**config.mk**
```make
export PLATFORM = sky130hd
export DESIGN_NAME = serial_i2c_mode_control
export DESIGN_NICKNAME = d
export VERILOG_FILES = /design/src/i2c_ctl_pkg.sv /design/src/i2c_prescale.sv /design/src/i2c_noise_filter.sv /design/src/serial_i2c_mode_control.sv
export SDC_FILE = /design/constraint.sdc
export NUM_CORES = 1
export LEC_CHECK = 0
export BUFFER_PORTS_ARGS = -buffer_cell sky130_fd_sc_hd__buf_4
export CORE_AREA = 2 2 186 97
export DETAILED_ROUTE_END_ITERATION = 12
export DIE_AREA = 0 0 188 99
export REMOVE_ABC_BUFFERS = 1
export SETUP_SLACK_MARGIN = 0.02
export SYNTH_ARGS = -nofsm -noshare
export SYNTH_HDL_FRONTEND = slang
export SYNTH_SLANG_ARGS = --single-unit
export TNS_END_PERCENT = 30
```
**constraint.sdc**
```tcl
create_clock -name pclk -period 3.8 [get_ports pclk]
set_input_delay 0.76 -clock pclk [delete_from_list [all_inputs] [get_ports pclk]]
set_output_delay 0.76 -clock pclk [all_outputs]
set_load 0.05 [all_outputs]
```
**src/i2c_ctl_pkg.sv**
```systemverilog
// Package: register map, field layout and shared types of the two-wire control block
package i2c_ctl_pkg;

	// Register indices (printed offsets are not word aligned)
	localparam logic [19:0] IDX_NOISE_FILTER_CLOCK  = 20'h8a008;
	localparam logic [19:0] IDX_MODE_DELAY          = 20'h8a009;
	localparam logic [19:0] IDX_ACK_CONTROL         = 20'h8a00a;
	localparam logic [19:0] IDX_CONDITION_CONTROL   = 20'h8a00b;
	// Own control/status registers (index form as well)
	localparam logic [19:0] IDX_SERIAL_CONTROL      = 20'h8a00c;
	localparam logic [19:0] IDX_PIN_STATUS          = 20'h8a00d;

	// Field positions
	localparam int FCS_LSB    = 0;
	localparam int MODE_BIT   = 0;
	localparam int DLY_LSB    = 3;
	localparam int INTM_BIT   = 0;
	localparam int CSC_BIT    = 1;
	localparam int ACKT_BIT   = 5;
	localparam int STA_BIT    = 0;
	localparam int RSTA_BIT   = 1;
	localparam int STP_BIT    = 2;
	localparam int STIF_BIT   = 3;
	localparam int SDAS_LSB   = 4;
	localparam int SCLS_LSB   = 6;
	localparam int TX_BIT     = 0;
	localparam int RX_BIT     = 1;
	localparam int TX_END_IRQ_EN_BIT   = 2;
	localparam int FEN_BIT    = 3;
	localparam int CIF_BIT    = 4;
	localparam int CKS_LSB    = 5;

	// Reset values
	localparam logic [2:0] FCS_RST  = 3'h0;
	localparam logic [4:0] DLY_RST  = 5'h00;
	localparam logic       ACKT_RST = 1'b1;
	localparam logic [1:0] PSEL_RST = 2'h3;

	// Pin output select codes
	localparam logic [1:0] PIN_SERIAL = 2'h0;
	localparam logic [1:0] PIN_COND   = 2'h1;
	localparam logic [1:0] PIN_LOW    = 2'h2;
	localparam logic [1:0] PIN_HIZ    = 2'h3;

	// Timing: bus condition phase length, in baud-generator ticks, less one
	localparam logic [7:0] COND_PHASE_TICKS = 8'h04;
	localparam logic [7:0] BRG_DIV_RST      = 8'h00;

	typedef enum logic [1:0] {
		MODE_ASYNC = 2'b00,
		MODE_TWI   = 2'b01,
		MODE_CARD  = 2'b10,
		MODE_BAD   = 2'b11
	} op_mode_t;

	// One open-drain pin as two signals
	typedef struct packed {
		logic o;
		logic oe;
	} od_pin_t;

	// Serial engine hooks
	typedef struct packed {
		logic data;
		logic clk;
		logic ack_slot_rise;
	} engine_t;

	function automatic logic [7:0] addr_to_idx_lo(input logic [21:0] a);
		return a[9:2];
	endfunction

endpackage

```
**src/i2c_prescale.sv**
```systemverilog
// Baud tick divider with prescaler and filter clock dividers
`timescale 1ns/1ps
module i2c_prescale #(
	parameter int DIV_W = 8
) (
	// Clock and reset
	input  wire logic             pclk,
	input  wire logic             presetn,
	// Settings
	input  wire logic [1:0]       prescale_sel,
	input  wire logic [DIV_W-1:0] brg_div,
	input  wire logic [2:0]       filter_clock_sel,
	// Enables
	output logic                  brg_tick,
	output logic                  filt_tick
);
	typedef struct packed {
		logic [6:0]       pre;
		logic [DIV_W-1:0] brg;
		logic [2:0]       flt;
		logic             brg_tick;
		logic             filt_tick;
	} st_t;

	st_t st_ff;
	st_t nxt_st;

	function automatic logic [6:0] pre_mask(input logic [1:0] s);
		unique case (s)
			2'h0: return 7'h00;
			2'h1: return 7'h03;
			2'h2: return 7'h0f;
			2'h3: return 7'h3f;
		endcase
	endfunction

	always_comb begin
		logic pre_tick;
		pre_tick = 1'b0;
		nxt_st = st_ff;
		nxt_st.brg_tick = 1'b0;
		nxt_st.filt_tick = 1'b0;
		// Prescaler divides pclk by 1, 4, 16 or 64
		pre_tick = (st_ff.pre & pre_mask(prescale_sel)) ==
			pre_mask(prescale_sel);
		nxt_st.pre = st_ff.pre + 7'h01;
		if (pre_tick) begin
			// Filter sampling clock: /1, /2, /4, /8 of the prescaled clock
			nxt_st.flt = st_ff.flt + 3'h1;
			unique case (filter_clock_sel)
				3'h1: nxt_st.filt_tick = 1'b1;
				3'h2: nxt_st.filt_tick = st_ff.flt[0];
				3'h3: nxt_st.filt_tick = &st_ff.flt[1:0];
				3'h4: nxt_st.filt_tick = &st_ff.flt;
				default: nxt_st.filt_tick = 1'b1;
			endcase
			// Baud generator clock derived from the prescaled pclk
			if (st_ff.brg >= brg_div) begin
				nxt_st.brg = '0;
				nxt_st.brg_tick = 1'b1;
			end else begin
				nxt_st.brg = st_ff.brg + {{(DIV_W-1){1'b0}}, 1'b1};
			end
		end
	end

	always_ff @(posedge pclk or negedge presetn) begin
		if (!presetn) begin
			st_ff <= '0;
		end else begin
			st_ff <= nxt_st;
		end
	end

	assign brg_tick = st_ff.brg_tick;
	assign filt_tick = st_ff.filt_tick;
endmodule

```
**src/i2c_noise_filter.sv**
```systemverilog
// Synchroniser and three-equal-sample noise filter for one bus input
`timescale 1ns/1ps
module i2c_noise_filter (
	// Clock and reset
	input  wire logic pclk,
	input  wire logic presetn,
	// Control
	input  wire logic filter_on,
	input  wire logic sample_tick,
	// Pin side
	input  wire logic pin_in,
	// Filtered level
	output logic      level
);
	typedef struct packed {
		logic       s1;
		logic       s2;
		logic [2:0] smp;
		logic       lvl;
	} st_t;

	st_t st_ff;
	st_t nxt_st;

	always_comb begin
		nxt_st = st_ff;
		nxt_st.s1 = pin_in;
		nxt_st.s2 = st_ff.s1;
		if (!filter_on) begin
			nxt_st.lvl = st_ff.s2;
		end else if (sample_tick) begin
			nxt_st.smp = {st_ff.smp[1:0], st_ff.s2};
			// Level changes only after three equal samples
			if (&nxt_st.smp) begin
				nxt_st.lvl = 1'b1;
			end else if (~|nxt_st.smp) begin
				nxt_st.lvl = 1'b0;
			end
		end
	end

	always_ff @(posedge pclk or negedge presetn) begin
		if (!presetn) begin
			st_ff <= '{s1: 1'b1, s2: 1'b1, smp: 3'h7, lvl: 1'b1};
		end else begin
			st_ff <= nxt_st;
		end
	end

	assign level = st_ff.lvl;
endmodule

```
**src/serial_i2c_mode_control.sv**
```systemverilog
// Two-wire mode control: registers, condition generator, pin drive
//
// The APB register port was left to the implementer.
`timescale 1ns/1ps
module serial_i2c_mode_control #(
	parameter logic [7:0] BRG_DIV = i2c_ctl_pkg::BRG_DIV_RST
) (
	// APB slave
	input  wire logic        pclk,
	input  wire logic        presetn,
	input  wire logic        psel,
	input  wire logic        penable,
	input  wire logic        pwrite,
	input  wire logic [21:0] paddr,
	input  wire logic [31:0] pwdata,
	input  wire logic [3:0]  pstrb,
	output logic [31:0]      prdata,
	output logic             pready,
	output logic             pslverr,
	// Bus pins, open drain
	input  wire logic        bus_clock_pin_i,
	output logic             bus_clock_pin_o,
	output logic             bus_clock_pin_oe,
	input  wire logic        bus_data_pin_i,
	output logic             bus_data_pin_o,
	output logic             bus_data_pin_oe,
	// Shift engine side
	input  wire logic        eng_data,
	input  wire logic        eng_clk,
	input  wire logic        eng_ack_slot,
	input  wire logic        eng_tx_irq,
	input  wire logic        eng_rx_irq,
	input  wire logic        eng_ack_irq,
	output logic             bus_clock_level,
	output logic             bus_data_level,
	output logic             baud_tick,
	output logic             scl_stretch,
	// Mode and interrupt outputs
	output logic [1:0]       op_mode,
	output logic             ack_tx_value,
	output logic             ack_rx_flag,
	output logic             two_wire_irq,
	output logic             cond_done_irq
);
	typedef enum logic [2:0] {
		C_IDLE = 3'b000,
		C_REL  = 3'b001,
		C_SCLH = 3'b010,
		C_SDAL = 3'b011,
		C_SDAH = 3'b100,
		C_DONE = 3'b101
	} cond_t;

	typedef struct packed {
		logic [2:0] filter_clock_sel;
		logic       two_wire_mode_sel;
		logic [4:0] data_out_delay;
		logic       irq_source_sel;
		logic       scl_sync_en;
		logic       ack_tx_value;
		logic       start_req;
		logic       repeat_start_req;
		logic       stop_req;
		logic       cond_done_flag;
		logic [1:0] data_pin_out_sel;
		logic [1:0] clock_pin_out_sel;
		logic       tx_on;
		logic       rx_on;
		logic       tx_end_irq_en;
		logic       filter_on;
		logic       card_if_sel;
		logic [1:0] prescale_sel;
		logic       ack_rx_flag;
		cond_t      cond;
		logic [7:0] phase;
		logic       cond_sda;
		logic       cond_scl;
		logic [4:0] dly;
		logic       dly_sda;
		logic       scl_prev;
		logic [31:0] rdata;
	} st_t;

	st_t st_ff;
	st_t nxt_st;

	logic brg_tick;
	logic filt_tick;
	logic scl_lvl;
	logic sda_lvl;

	i2c_prescale #(
		.DIV_W(8)
	) u_pre (
		.pclk             (pclk),
		.presetn          (presetn),
		.prescale_sel     (st_ff.prescale_sel),
		.brg_div          (BRG_DIV),
		.filter_clock_sel (st_ff.filter_clock_sel),
		.brg_tick         (brg_tick),
		.filt_tick        (filt_tick)
	);

	i2c_noise_filter u_fscl (
		.pclk        (pclk),
		.presetn     (presetn),
		.filter_on   (st_ff.filter_on & st_ff.two_wire_mode_sel),
		.sample_tick (filt_tick),
		.pin_in      (bus_clock_pin_i),
		.level       (scl_lvl)
	);

	i2c_noise_filter u_fsda (
		.pclk        (pclk),
		.presetn     (presetn),
		.filter_on   (st_ff.filter_on & st_ff.two_wire_mode_sel),
		.sample_tick (filt_tick),
		.pin_in      (bus_data_pin_i),
		.level       (sda_lvl)
	);

	function automatic logic is_reg(input logic [21:0] a,
	                                input logic [19:0] idx);
		return a == {idx, 2'b00};
	endfunction

	logic wr;
	logic rd_ok;
	logic idle_cfg;
	assign wr = psel & penable & pwrite & pstrb[0];
	assign idle_cfg = ~st_ff.tx_on & ~st_ff.rx_on;
	assign rd_ok = is_reg(paddr, i2c_ctl_pkg::IDX_NOISE_FILTER_CLOCK)
		| is_reg(paddr, i2c_ctl_pkg::IDX_MODE_DELAY)
		| is_reg(paddr, i2c_ctl_pkg::IDX_ACK_CONTROL)
		| is_reg(paddr, i2c_ctl_pkg::IDX_CONDITION_CONTROL)
		| is_reg(paddr, i2c_ctl_pkg::IDX_SERIAL_CONTROL)
		| is_reg(paddr, i2c_ctl_pkg::IDX_PIN_STATUS);

	always_comb begin
		logic [7:0] w;
		logic       cond_sel;
		logic       any_req;
		logic       done_ev;
		logic       clr_ev;
		logic       scl_fall;
		w = pwdata[7:0];
		cond_sel = 1'b0;
		any_req = 1'b0;
		done_ev = 1'b0;
		clr_ev = 1'b0;
		scl_fall = 1'b0;
		nxt_st = st_ff;
		// Register writes
		if (wr && is_reg(paddr, i2c_ctl_pkg::IDX_NOISE_FILTER_CLOCK) &&
			idle_cfg) begin
			nxt_st.filter_clock_sel = w[i2c_ctl_pkg::FCS_LSB +: 3];
		end
		if (wr && is_reg(paddr, i2c_ctl_pkg::IDX_MODE_DELAY) && idle_cfg) begin
			nxt_st.two_wire_mode_sel = w[i2c_ctl_pkg::MODE_BIT];
			nxt_st.data_out_delay = w[i2c_ctl_pkg::DLY_LSB +: 5];
		end
		if (wr && is_reg(paddr, i2c_ctl_pkg::IDX_ACK_CONTROL)) begin
			if (idle_cfg) begin
				nxt_st.irq_source_sel = w[i2c_ctl_pkg::INTM_BIT];
				nxt_st.scl_sync_en = w[i2c_ctl_pkg::CSC_BIT];
			end
			nxt_st.ack_tx_value = w[i2c_ctl_pkg::ACKT_BIT];
		end
		if (wr && is_reg(paddr, i2c_ctl_pkg::IDX_CONDITION_CONTROL)) begin
			// Writing 0 to an active request aborts it
			nxt_st.start_req = w[i2c_ctl_pkg::STA_BIT];
			nxt_st.repeat_start_req = w[i2c_ctl_pkg::RSTA_BIT];
			nxt_st.stop_req = w[i2c_ctl_pkg::STP_BIT];
			nxt_st.data_pin_out_sel = w[i2c_ctl_pkg::SDAS_LSB +: 2];
			nxt_st.clock_pin_out_sel = w[i2c_ctl_pkg::SCLS_LSB +: 2];
			if (!w[i2c_ctl_pkg::STIF_BIT]) begin
				clr_ev = 1'b1;
			end
		end
		if (wr && is_reg(paddr, i2c_ctl_pkg::IDX_SERIAL_CONTROL)) begin
			nxt_st.tx_on = w[i2c_ctl_pkg::TX_BIT];
			nxt_st.rx_on = w[i2c_ctl_pkg::RX_BIT];
			nxt_st.tx_end_irq_en = w[i2c_ctl_pkg::TX_END_IRQ_EN_BIT];
			if (!w[i2c_ctl_pkg::TX_BIT]) begin
				clr_ev = 1'b1;
			end
			if (idle_cfg) begin
				nxt_st.filter_on = w[i2c_ctl_pkg::FEN_BIT];
				nxt_st.card_if_sel = w[i2c_ctl_pkg::CIF_BIT];
				nxt_st.prescale_sel = w[i2c_ctl_pkg::CKS_LSB +: 2];
			end
		end
		if (wr && is_reg(paddr, i2c_ctl_pkg::IDX_MODE_DELAY) &&
			!w[i2c_ctl_pkg::MODE_BIT]) begin
			clr_ev = 1'b1;
		end

		// Condition generator
		cond_sel = st_ff.data_pin_out_sel == i2c_ctl_pkg::PIN_COND &&
			st_ff.clock_pin_out_sel == i2c_ctl_pkg::PIN_COND;
		any_req = st_ff.start_req | st_ff.repeat_start_req | st_ff.stop_req;
		if (!any_req || !cond_sel) begin
			nxt_st.cond = C_IDLE;
			nxt_st.phase = '0;
		end else if (brg_tick) begin
			if (st_ff.phase != i2c_ctl_pkg::COND_PHASE_TICKS) begin
				nxt_st.phase = st_ff.phase + 8'h01;
			end else begin
				nxt_st.phase = '0;
				unique case (st_ff.cond)
					C_IDLE: begin
						if (st_ff.start_req) begin
							nxt_st.cond = C_SDAL;
						end else if (st_ff.repeat_start_req) begin
							nxt_st.cond = C_REL;
						end else begin
							nxt_st.cond = C_SDAL;
						end
						nxt_st.cond_sda = st_ff.start_req;
						nxt_st.cond_scl = st_ff.start_req;
					end
					C_REL: begin
						nxt_st.cond_sda = 1'b1;
						nxt_st.cond = C_SCLH;
					end
					C_SCLH: begin
						nxt_st.cond_scl = 1'b1;
						if (!st_ff.scl_sync_en || scl_lvl) begin
							nxt_st.cond = C_SDAL;
						end
					end
					C_SDAL: begin
						if (st_ff.stop_req) begin
							nxt_st.cond_sda = 1'b0;
							nxt_st.cond = C_SCLH;
							nxt_st.cond_scl = 1'b0;
							nxt_st.cond = C_SDAH;
						end else begin
							nxt_st.cond_sda = 1'b0;
							nxt_st.cond = C_DONE;
						end
					end
					C_SDAH: begin
						if (!st_ff.cond_scl) begin
							nxt_st.cond_scl = 1'b1;
						end else if (!st_ff.scl_sync_en || scl_lvl) begin
							nxt_st.cond_sda = 1'b1;
							nxt_st.cond = C_DONE;
						end
					end
					C_DONE: begin
						done_ev = 1'b1;
						nxt_st.cond = C_IDLE;
						nxt_st.start_req = 1'b0;
						nxt_st.repeat_start_req = 1'b0;
						nxt_st.stop_req = 1'b0;
					end
					default: nxt_st.cond = C_IDLE;
				endcase
			end
		end
		// Clear takes precedence over the completion set
		if (clr_ev) begin
			nxt_st.cond_done_flag = 1'b0;
		end else if (done_ev) begin
			nxt_st.cond_done_flag = 1'b1;
		end

		// Data output delay after clock falling edge
		nxt_st.scl_prev = eng_clk;
		scl_fall = st_ff.scl_prev & ~eng_clk;
		if (scl_fall) begin
			nxt_st.dly = st_ff.data_out_delay;
			if (st_ff.data_out_delay == 5'h00) begin
				nxt_st.dly_sda = eng_data;
			end
		end else if (st_ff.dly != 5'h00 && brg_tick) begin
			nxt_st.dly = st_ff.dly - 5'h01;
			if (st_ff.dly == 5'h01) begin
				nxt_st.dly_sda = eng_data;
			end
		end else if (st_ff.dly == 5'h00 && eng_clk) begin
			nxt_st.dly_sda = eng_data;
		end

		// Received ack sampled while the bus clock is high in the ack slot
		if (eng_ack_slot && scl_lvl && !st_ff.ack_rx_flag && sda_lvl) begin
			nxt_st.ack_rx_flag = 1'b1;
		end else if (eng_ack_slot && scl_lvl && !sda_lvl) begin
			nxt_st.ack_rx_flag = 1'b0;
		end

		// Read data, reserved bits zero
		nxt_st.rdata = '0;
		if (is_reg(paddr, i2c_ctl_pkg::IDX_NOISE_FILTER_CLOCK)) begin
			nxt_st.rdata[2:0] = st_ff.filter_clock_sel;
		end else if (is_reg(paddr, i2c_ctl_pkg::IDX_MODE_DELAY)) begin
			nxt_st.rdata[7:0] = {st_ff.data_out_delay, 2'b00,
				st_ff.two_wire_mode_sel};
		end else if (is_reg(paddr, i2c_ctl_pkg::IDX_ACK_CONTROL)) begin
			nxt_st.rdata[7:0] = {2'b00, st_ff.ack_tx_value, 3'b000,
				st_ff.scl_sync_en, st_ff.irq_source_sel};
		end else if (is_reg(paddr, i2c_ctl_pkg::IDX_CONDITION_CONTROL)) begin
			nxt_st.rdata[7:0] = {st_ff.clock_pin_out_sel,
				st_ff.data_pin_out_sel, st_ff.cond_done_flag,
				st_ff.stop_req, st_ff.repeat_start_req, st_ff.start_req};
		end else if (is_reg(paddr, i2c_ctl_pkg::IDX_SERIAL_CONTROL)) begin
			nxt_st.rdata[6:0] = {st_ff.prescale_sel, st_ff.card_if_sel,
				st_ff.filter_on, st_ff.tx_end_irq_en, st_ff.rx_on,
				st_ff.tx_on};
		end else if (is_reg(paddr, i2c_ctl_pkg::IDX_PIN_STATUS)) begin
			nxt_st.rdata[2:0] = {st_ff.ack_rx_flag, sda_lvl, scl_lvl};
		end
	end

	always_ff @(posedge pclk or negedge presetn) begin
		if (!presetn) begin
			st_ff <= '0;
			st_ff.ack_tx_value <= i2c_ctl_pkg::ACKT_RST;
			st_ff.data_pin_out_sel <= i2c_ctl_pkg::PSEL_RST;
			st_ff.clock_pin_out_sel <= i2c_ctl_pkg::PSEL_RST;
			st_ff.filter_clock_sel <= i2c_ctl_pkg::FCS_RST;
			st_ff.data_out_delay <= i2c_ctl_pkg::DLY_RST;
			st_ff.cond_sda <= 1'b1;
			st_ff.cond_scl <= 1'b1;
			st_ff.dly_sda <= 1'b1;
		end else begin
			st_ff <= nxt_st;
		end
	end

	// Pin drive select open-drain
	function automatic logic pin_level(input logic [1:0] s,
	                                   input logic serial,
	                                   input logic cond);
		unique case (s)
			i2c_ctl_pkg::PIN_SERIAL: return serial;
			i2c_ctl_pkg::PIN_COND:   return cond;
			i2c_ctl_pkg::PIN_LOW:    return 1'b0;
			i2c_ctl_pkg::PIN_HIZ:    return 1'b1;
		endcase
	endfunction

	assign bus_clock_pin_o = 1'b0;
	assign bus_data_pin_o = 1'b0;
	assign bus_clock_pin_oe = ~pin_level(st_ff.clock_pin_out_sel, eng_clk,
		st_ff.cond_scl);
	assign bus_data_pin_oe = ~pin_level(st_ff.data_pin_out_sel,
		st_ff.dly_sda, st_ff.cond_sda);

	// Clock stretch: engine waits while bus clock is held low
	assign scl_stretch = st_ff.scl_sync_en & eng_clk & ~scl_lvl;
	assign bus_clock_level = scl_lvl;
	assign bus_data_level = sda_lvl;
	assign baud_tick = brg_tick;
	assign op_mode = {st_ff.card_if_sel, st_ff.two_wire_mode_sel};
	assign ack_tx_value = st_ff.ack_tx_value;
	assign ack_rx_flag = st_ff.ack_rx_flag;
	assign two_wire_irq = st_ff.irq_source_sel ? (eng_tx_irq | eng_rx_irq)
		: eng_ack_irq;
	assign cond_done_irq = st_ff.cond_done_flag & st_ff.tx_end_irq_en;

	// APB answers in the access cycle
	assign pready = 1'b1;
	assign pslverr = psel & penable & ~rd_ok;
	assign prdata = st_ff.rdata;
endmodule

```
==> results of run 1 <==
==> stage by stage <==
step                      instance area (um^2)  power [W]
after floorplan                           3930    0.00111
after global placement                    4710    0.00121
after detailed placement                  4710    0.00122
after CTS                                 5050    0.00221
after global routing                      5050    0.00228
final                                     5050    0.00218
==> layout by cell type, fill, tap and decap left out, types with 5 or more instances in the layout <==
master      n
buf_4      65
dfrtp_1    59
nor2_1     41
mux2_2     34
conb_1     27
nand2_1    26
a21oi_1    20
dfstp_2    18
o21ai_0    15
inv_1      14
clkbuf_16   9
mux2i_1     8
nand3_1     8
ha_1        8
nor2b_1     7
a31oi_1     7
nor3_1      6
xnor2_1     6
nand2b_1    5
xor2_1      5
==> power breakdown <==
group          internal, W  switching (W)
clock             0.000641       0.000334
combinational     0.000110       0.000197
sequential        0.000861      0.0000345
total              0.00161       0.000565
==> final timing paths <==
path	end	slack (ns)	depth (start not counted)
max	pslverr	0.67	7
max in group asynchronous	st_ff[56]	2.60	1
min	u_fscl.st_ff[4]	0.35	0
min reg2reg	u_fscl.st_ff[4]	0.35	0
min in group asynchronous	st_ff[44]	0.57	1
max reg2reg	st_ff[64]	1.58	5
==> per-layer routing <==
layer	GRT usage, %	vias up	part of all wire (%)
li1	-	1455	-
met1	15.5	1495	49
met2	15.7	97	43
met3	3.99	5	7.6
met4	2.73	0	0.50
met5	0	-	0
==> critical path: cells and delay by family <==
| kind | cells | cell delay, ns |
|---|---|---|
| compound gates | 1 | 0.17 |
| buf+inv | 2 | 0.29 |
| simple gates | 4 | 1.15 |
==> final cells by class <==
type / instances / area [um^2]
Multi-Input combinational cell: 285 / 1930
Fill cell: 1776 / 11900
Inverter: 14 / 52.6
Clock buffer: 10 / 229
Clock inverter: 6 / 111
Timing Repair Buffer: 65 / 488
Tap cell: 234 / 293
Sequential cell: 77 / 1950
==> flip-flops by register name (all words and copies together) (netlist names), 2 cells and up <==
name / cells
op_mode: 2
u_fscl.st_ff: 3
u_fsda.st_ff: 3
u_pre.st_ff: 9
st_ff: 44
prdata: 8
==> kinds of logic after synthesis <==
kind of cell,count (synthesis),synth area share [%]
compound gates,67,10.3
xor+xnor,11,2.32
other cells,2,0.181
mux,44,11.9
fa+ha+maj,8,2.41
flops,77,46.9
simple gates,128,16.9
buf+inv,63,9.11
==> metrics.txt, run 1 <==
tightest hold margin 0.355 ns; flops & latches, synth just under 80; MaxCap Viol Count 0; DIE HEIGHT 99 um; Root Driver clkbuf_16; Setup CP Type input port to primary output; RePlAce Congestion 0.770; Clock Skews 0.00957 ns; Hold Path Class register to register; Worst VDD drop 0.000212 V; setup_tns 0 ns; Ys Warns 0; port bufs 64; CP startpoint paddr[19]; worst slew pin tran 0.962 ns; Nets roughly 530; Worst-Skew Late Latency 0.34 ns; element type at the critical path start input port; residual DRC count 0; Max-slew headroom 35.8%; clock buffer depth 2; FFs w/ async S/R, synth 100%; pwr dens 431 nW/um^2; top-area cell type share of the netlist area 35.5%; gr ovfl total 0; vias in the first global route 2904; syn_area_per_cell 10.4 um^2; Crit-path slowest cell or2_4; Mapped Cells 400; unrepaired setup endpoints after global routing false; chip width roughly 190 um; setup violators final 0; WL final about 9800 um; PnR worst setup slack approximately 0.67 ns; area of the die 18600 um^2; final non-filler cell total 691; H-tree depth 3; cts-stage hold buffer count 0; HP Start u_fscl.nxt_st[4]; P_leak 2.25 nW; status finished, final reports clean; synth unique cells 55; Vias 3052; largest net degree at the start of global routing 78; CP cell instances buf_4, nor4b_1, nand4_1, or2_4, a21o_1, and3_1, buf_4; post-synthesis sequential area ratio 46.9%; initial DRC count ~210; worst flop-to-flop path startpoint st_ff[62]; Initial Util 24.5%; dpl ws 0.657 ns; routed vias/inst 4.42; most used cell, CP buf_4; ys flop type dfrtp_1; CP Capture Type primary output; Worst Path Required slightly above 3 ns; largest cells by area after synthesis dfrtp_1 (35%), dfstp_2 (11%), mux2_2 (9.2%); Post-Route Utilization 29.7%; placed cells 675; CTS Buf Count 9; CP max stage delay 0.40 ns; ANT cells 0; GR Util All Layers between 10% and 20%; std cell rows 34; layout cells sized above 1 31.7%; average wire per standard cell roughly 14 um; first-pass iteration count of the detailed router 4; clock-pin slew on the worst setup and hold paths about 0.060 ns; Final ANT Viol Nets 0; number of clock sinks 77; initial antenna violation count 0; Synth area leader dfrtp_1; most frequent cell after synthesis dfrtp_1; # resized after CTS 0; Area Growth Syn to Fin 21.4%; core region area 17000 um^2; detailed placer's ending HPWL 7570 um; Final Max Tran Viols 0; final hold vios 0; crit path DAT 2.37 ns; period utilization 82.4%; crit path time final around 3.1 ns; first-pass GRT wire length 15500 um; Fmax 0.319 GHz; setup bufs post-CTS 0; crit-path max FO 14; EDFF count, synth 0; IO Pins 119; CTS tree built; most instantiated cells after synthesis dfrtp_1 (59), nor2_1 (41), buf_4 (37); Post-Syn Area 4160 um^2
Note: power is estimated with default switching activity, not from simulation.
==> inputs of run 2 (changes only) <==
- clock period: 3.8 -> 2.99 ns (I/O delays scaled with it)
==> metrics.txt, run 2 (synthesized netlist as in run 1, its figures left out) <==
crit-path max FO 14; crit path DAT 2.04 ns; routed vias/inst 4.39; cts-stage hold buffer count 0; Final Max Tran Viols 0; Setup CP Type input port to primary output; Final ANT Viol Nets 0; FF+latch area approximately 1900 um^2; area of the die about 19000 um^2; std cell rows 34; H-tree depth 3; commonest non-fill, non-tap cell in the layout buf_4; RePlAce Congestion roughly 0.8; Worst Path Required 2.39 ns; Initial Util 24.5%; Clock Skews 0.0119 ns; CP Capture Type primary output; worst hold stages 1; P_leak 2.25 nW; Worst VDD drop 0.000244 V; FF-to-FF path depth 5; final hold vios 0; gr ovfl total 0; largest net degree at the start of global routing 78; layout cells sized above 1 32.4%; number of clock sinks 77; IO Pins 119; Hold Path Class input port to register; Area Growth Syn to Fin 20.8%; port bufs 64; element type at the critical path start input port; status finished, final reports clean; crit path time final 2.63 ns; initial antenna violation count 0; Crit-path slowest cell or2_4; ANT cells 0; first-pass iteration count of the detailed router 4; residual DRC count 0; Nets 534; setup violators final 0; CP Depth 7; CTS Buf Count 9; pwr dens 519 nW/um^2; MaxCap Viol Count 0; CP max stage delay 0.37 ns; setup_tns 0 ns; average wire per standard cell 14.4 um; WP buf/inv 2; # resized after CTS 0; FILL cells 1750; Multi-input gate area between 1500 and 2000 um^2; most used cell, CP buf_4; initial DRC count 190; first-pass GRT wire length between 15000 and 20000 um; Max-slew headroom roughly a third; setup bufs post-CTS 0; CP cell instances buf_4, nor4b_1, nand4_1, or2_4, a21o_1, and3_1, buf_4; GR Util All Layers 11.2%; largest reg by FF count st_ff; clock-pin slew on the worst setup and hold paths about 0.060 ns; final non-filler cell total 694; period utilization 88.1%; CTS tree built; Root Driver clkbuf_16; core region area between 15000 and 20000 um^2; placed cells 678; Vias 3048; Fmax roughly 0.38 GHz; most frequent cells in the layout buf_4 (68), dfrtp_1 (59), nor2_1 (41); max reg flops 44; WL final 10000 um; Worst path top cell family by delay simple AND/OR/NAND/NOR gates; clock buffer depth 2; vias in the first global route 3006; tightest hold margin about 0.35 ns; Worst-Skew Late Latency 0.35 ns; DIE HEIGHT 99 um; chip width 188 um; worst slew pin tran about 0.99 ns; detailed placer's ending HPWL ~7500 um; unrepaired setup endpoints after global routing false
## run 2: cell types whose count changed in the layout (fill, tap and decap cells not counted)
cell	change
bufinv_16	-3
buf_4	+3
inv_6	+1
clkbuf_8	+3
clkbuf_1	-1
## run 2: area by class of cell
type                    count  area share (%)
repair buffers             68            10.2
clock buffers              12            5.30
multi-input cells         285            38.3
flip-flops and latches     77            38.8
well taps                 234            5.82
inverters                  14            1.05
clock inverters             4           0.597
## run 2: report_power, final
part	switching, W	internal [W]
logic	0.000252	0.000140
registers	0.0000462	0.00109
clock network	0.000444	0.000633
## run 2: metal layers
metal | global-route usage, % | part of all wire (%) | up-vias
met4 | 3.27 | 0.63 | 0
met1 | 16.2 | 52 | 1497
met3 | 3.74 | 4.9 | 8
li1 | - | - | 1460
met5 | 0 | 0 | -
met2 | 15.8 | 43 | 83
## run 2: worst register-to-register path, cell delays in order, from the launching register on
cell       delay, ns
dfstp_2         0.57
nand2b_1        0.09
or3_1           0.56
nor4_2          0.62
o2bb2ai_1       0.16
a21oi_1         0.13
## run 2: through the flow
step,instance area [um^2],power [W],utilization (%),worst slack [ns]
6_report,5030,0.00261,29.6,0.355
4_1_cts,5030,0.00264,29.6,0.343
2_1_floorplan,3930,0.00141,-,0.445
3_5_place_dp,4730,0.00155,27.9,0.351
3_3_place_gp,4730,0.00154,27.9,0.363
5_1_grt,5030,0.00272,29.6,0.243
## run 2: final timing paths
kind	end	slack [ns]	from
max in group asynchronous	st_ff[53]	1.94	presetn
worst max-delay path	pslverr	0.36	paddr[12]
min in group asynchronous	st_ff[47]	0.41	presetn
worst min-delay path	u_fsda.nxt_st[4]	0.35	bus_data_pin_i
worst min register to register	u_fscl.st_ff[4]	0.36	u_fscl.nxt_st[4]
worst max register to register	st_ff[64]	0.78	st_ff[62]
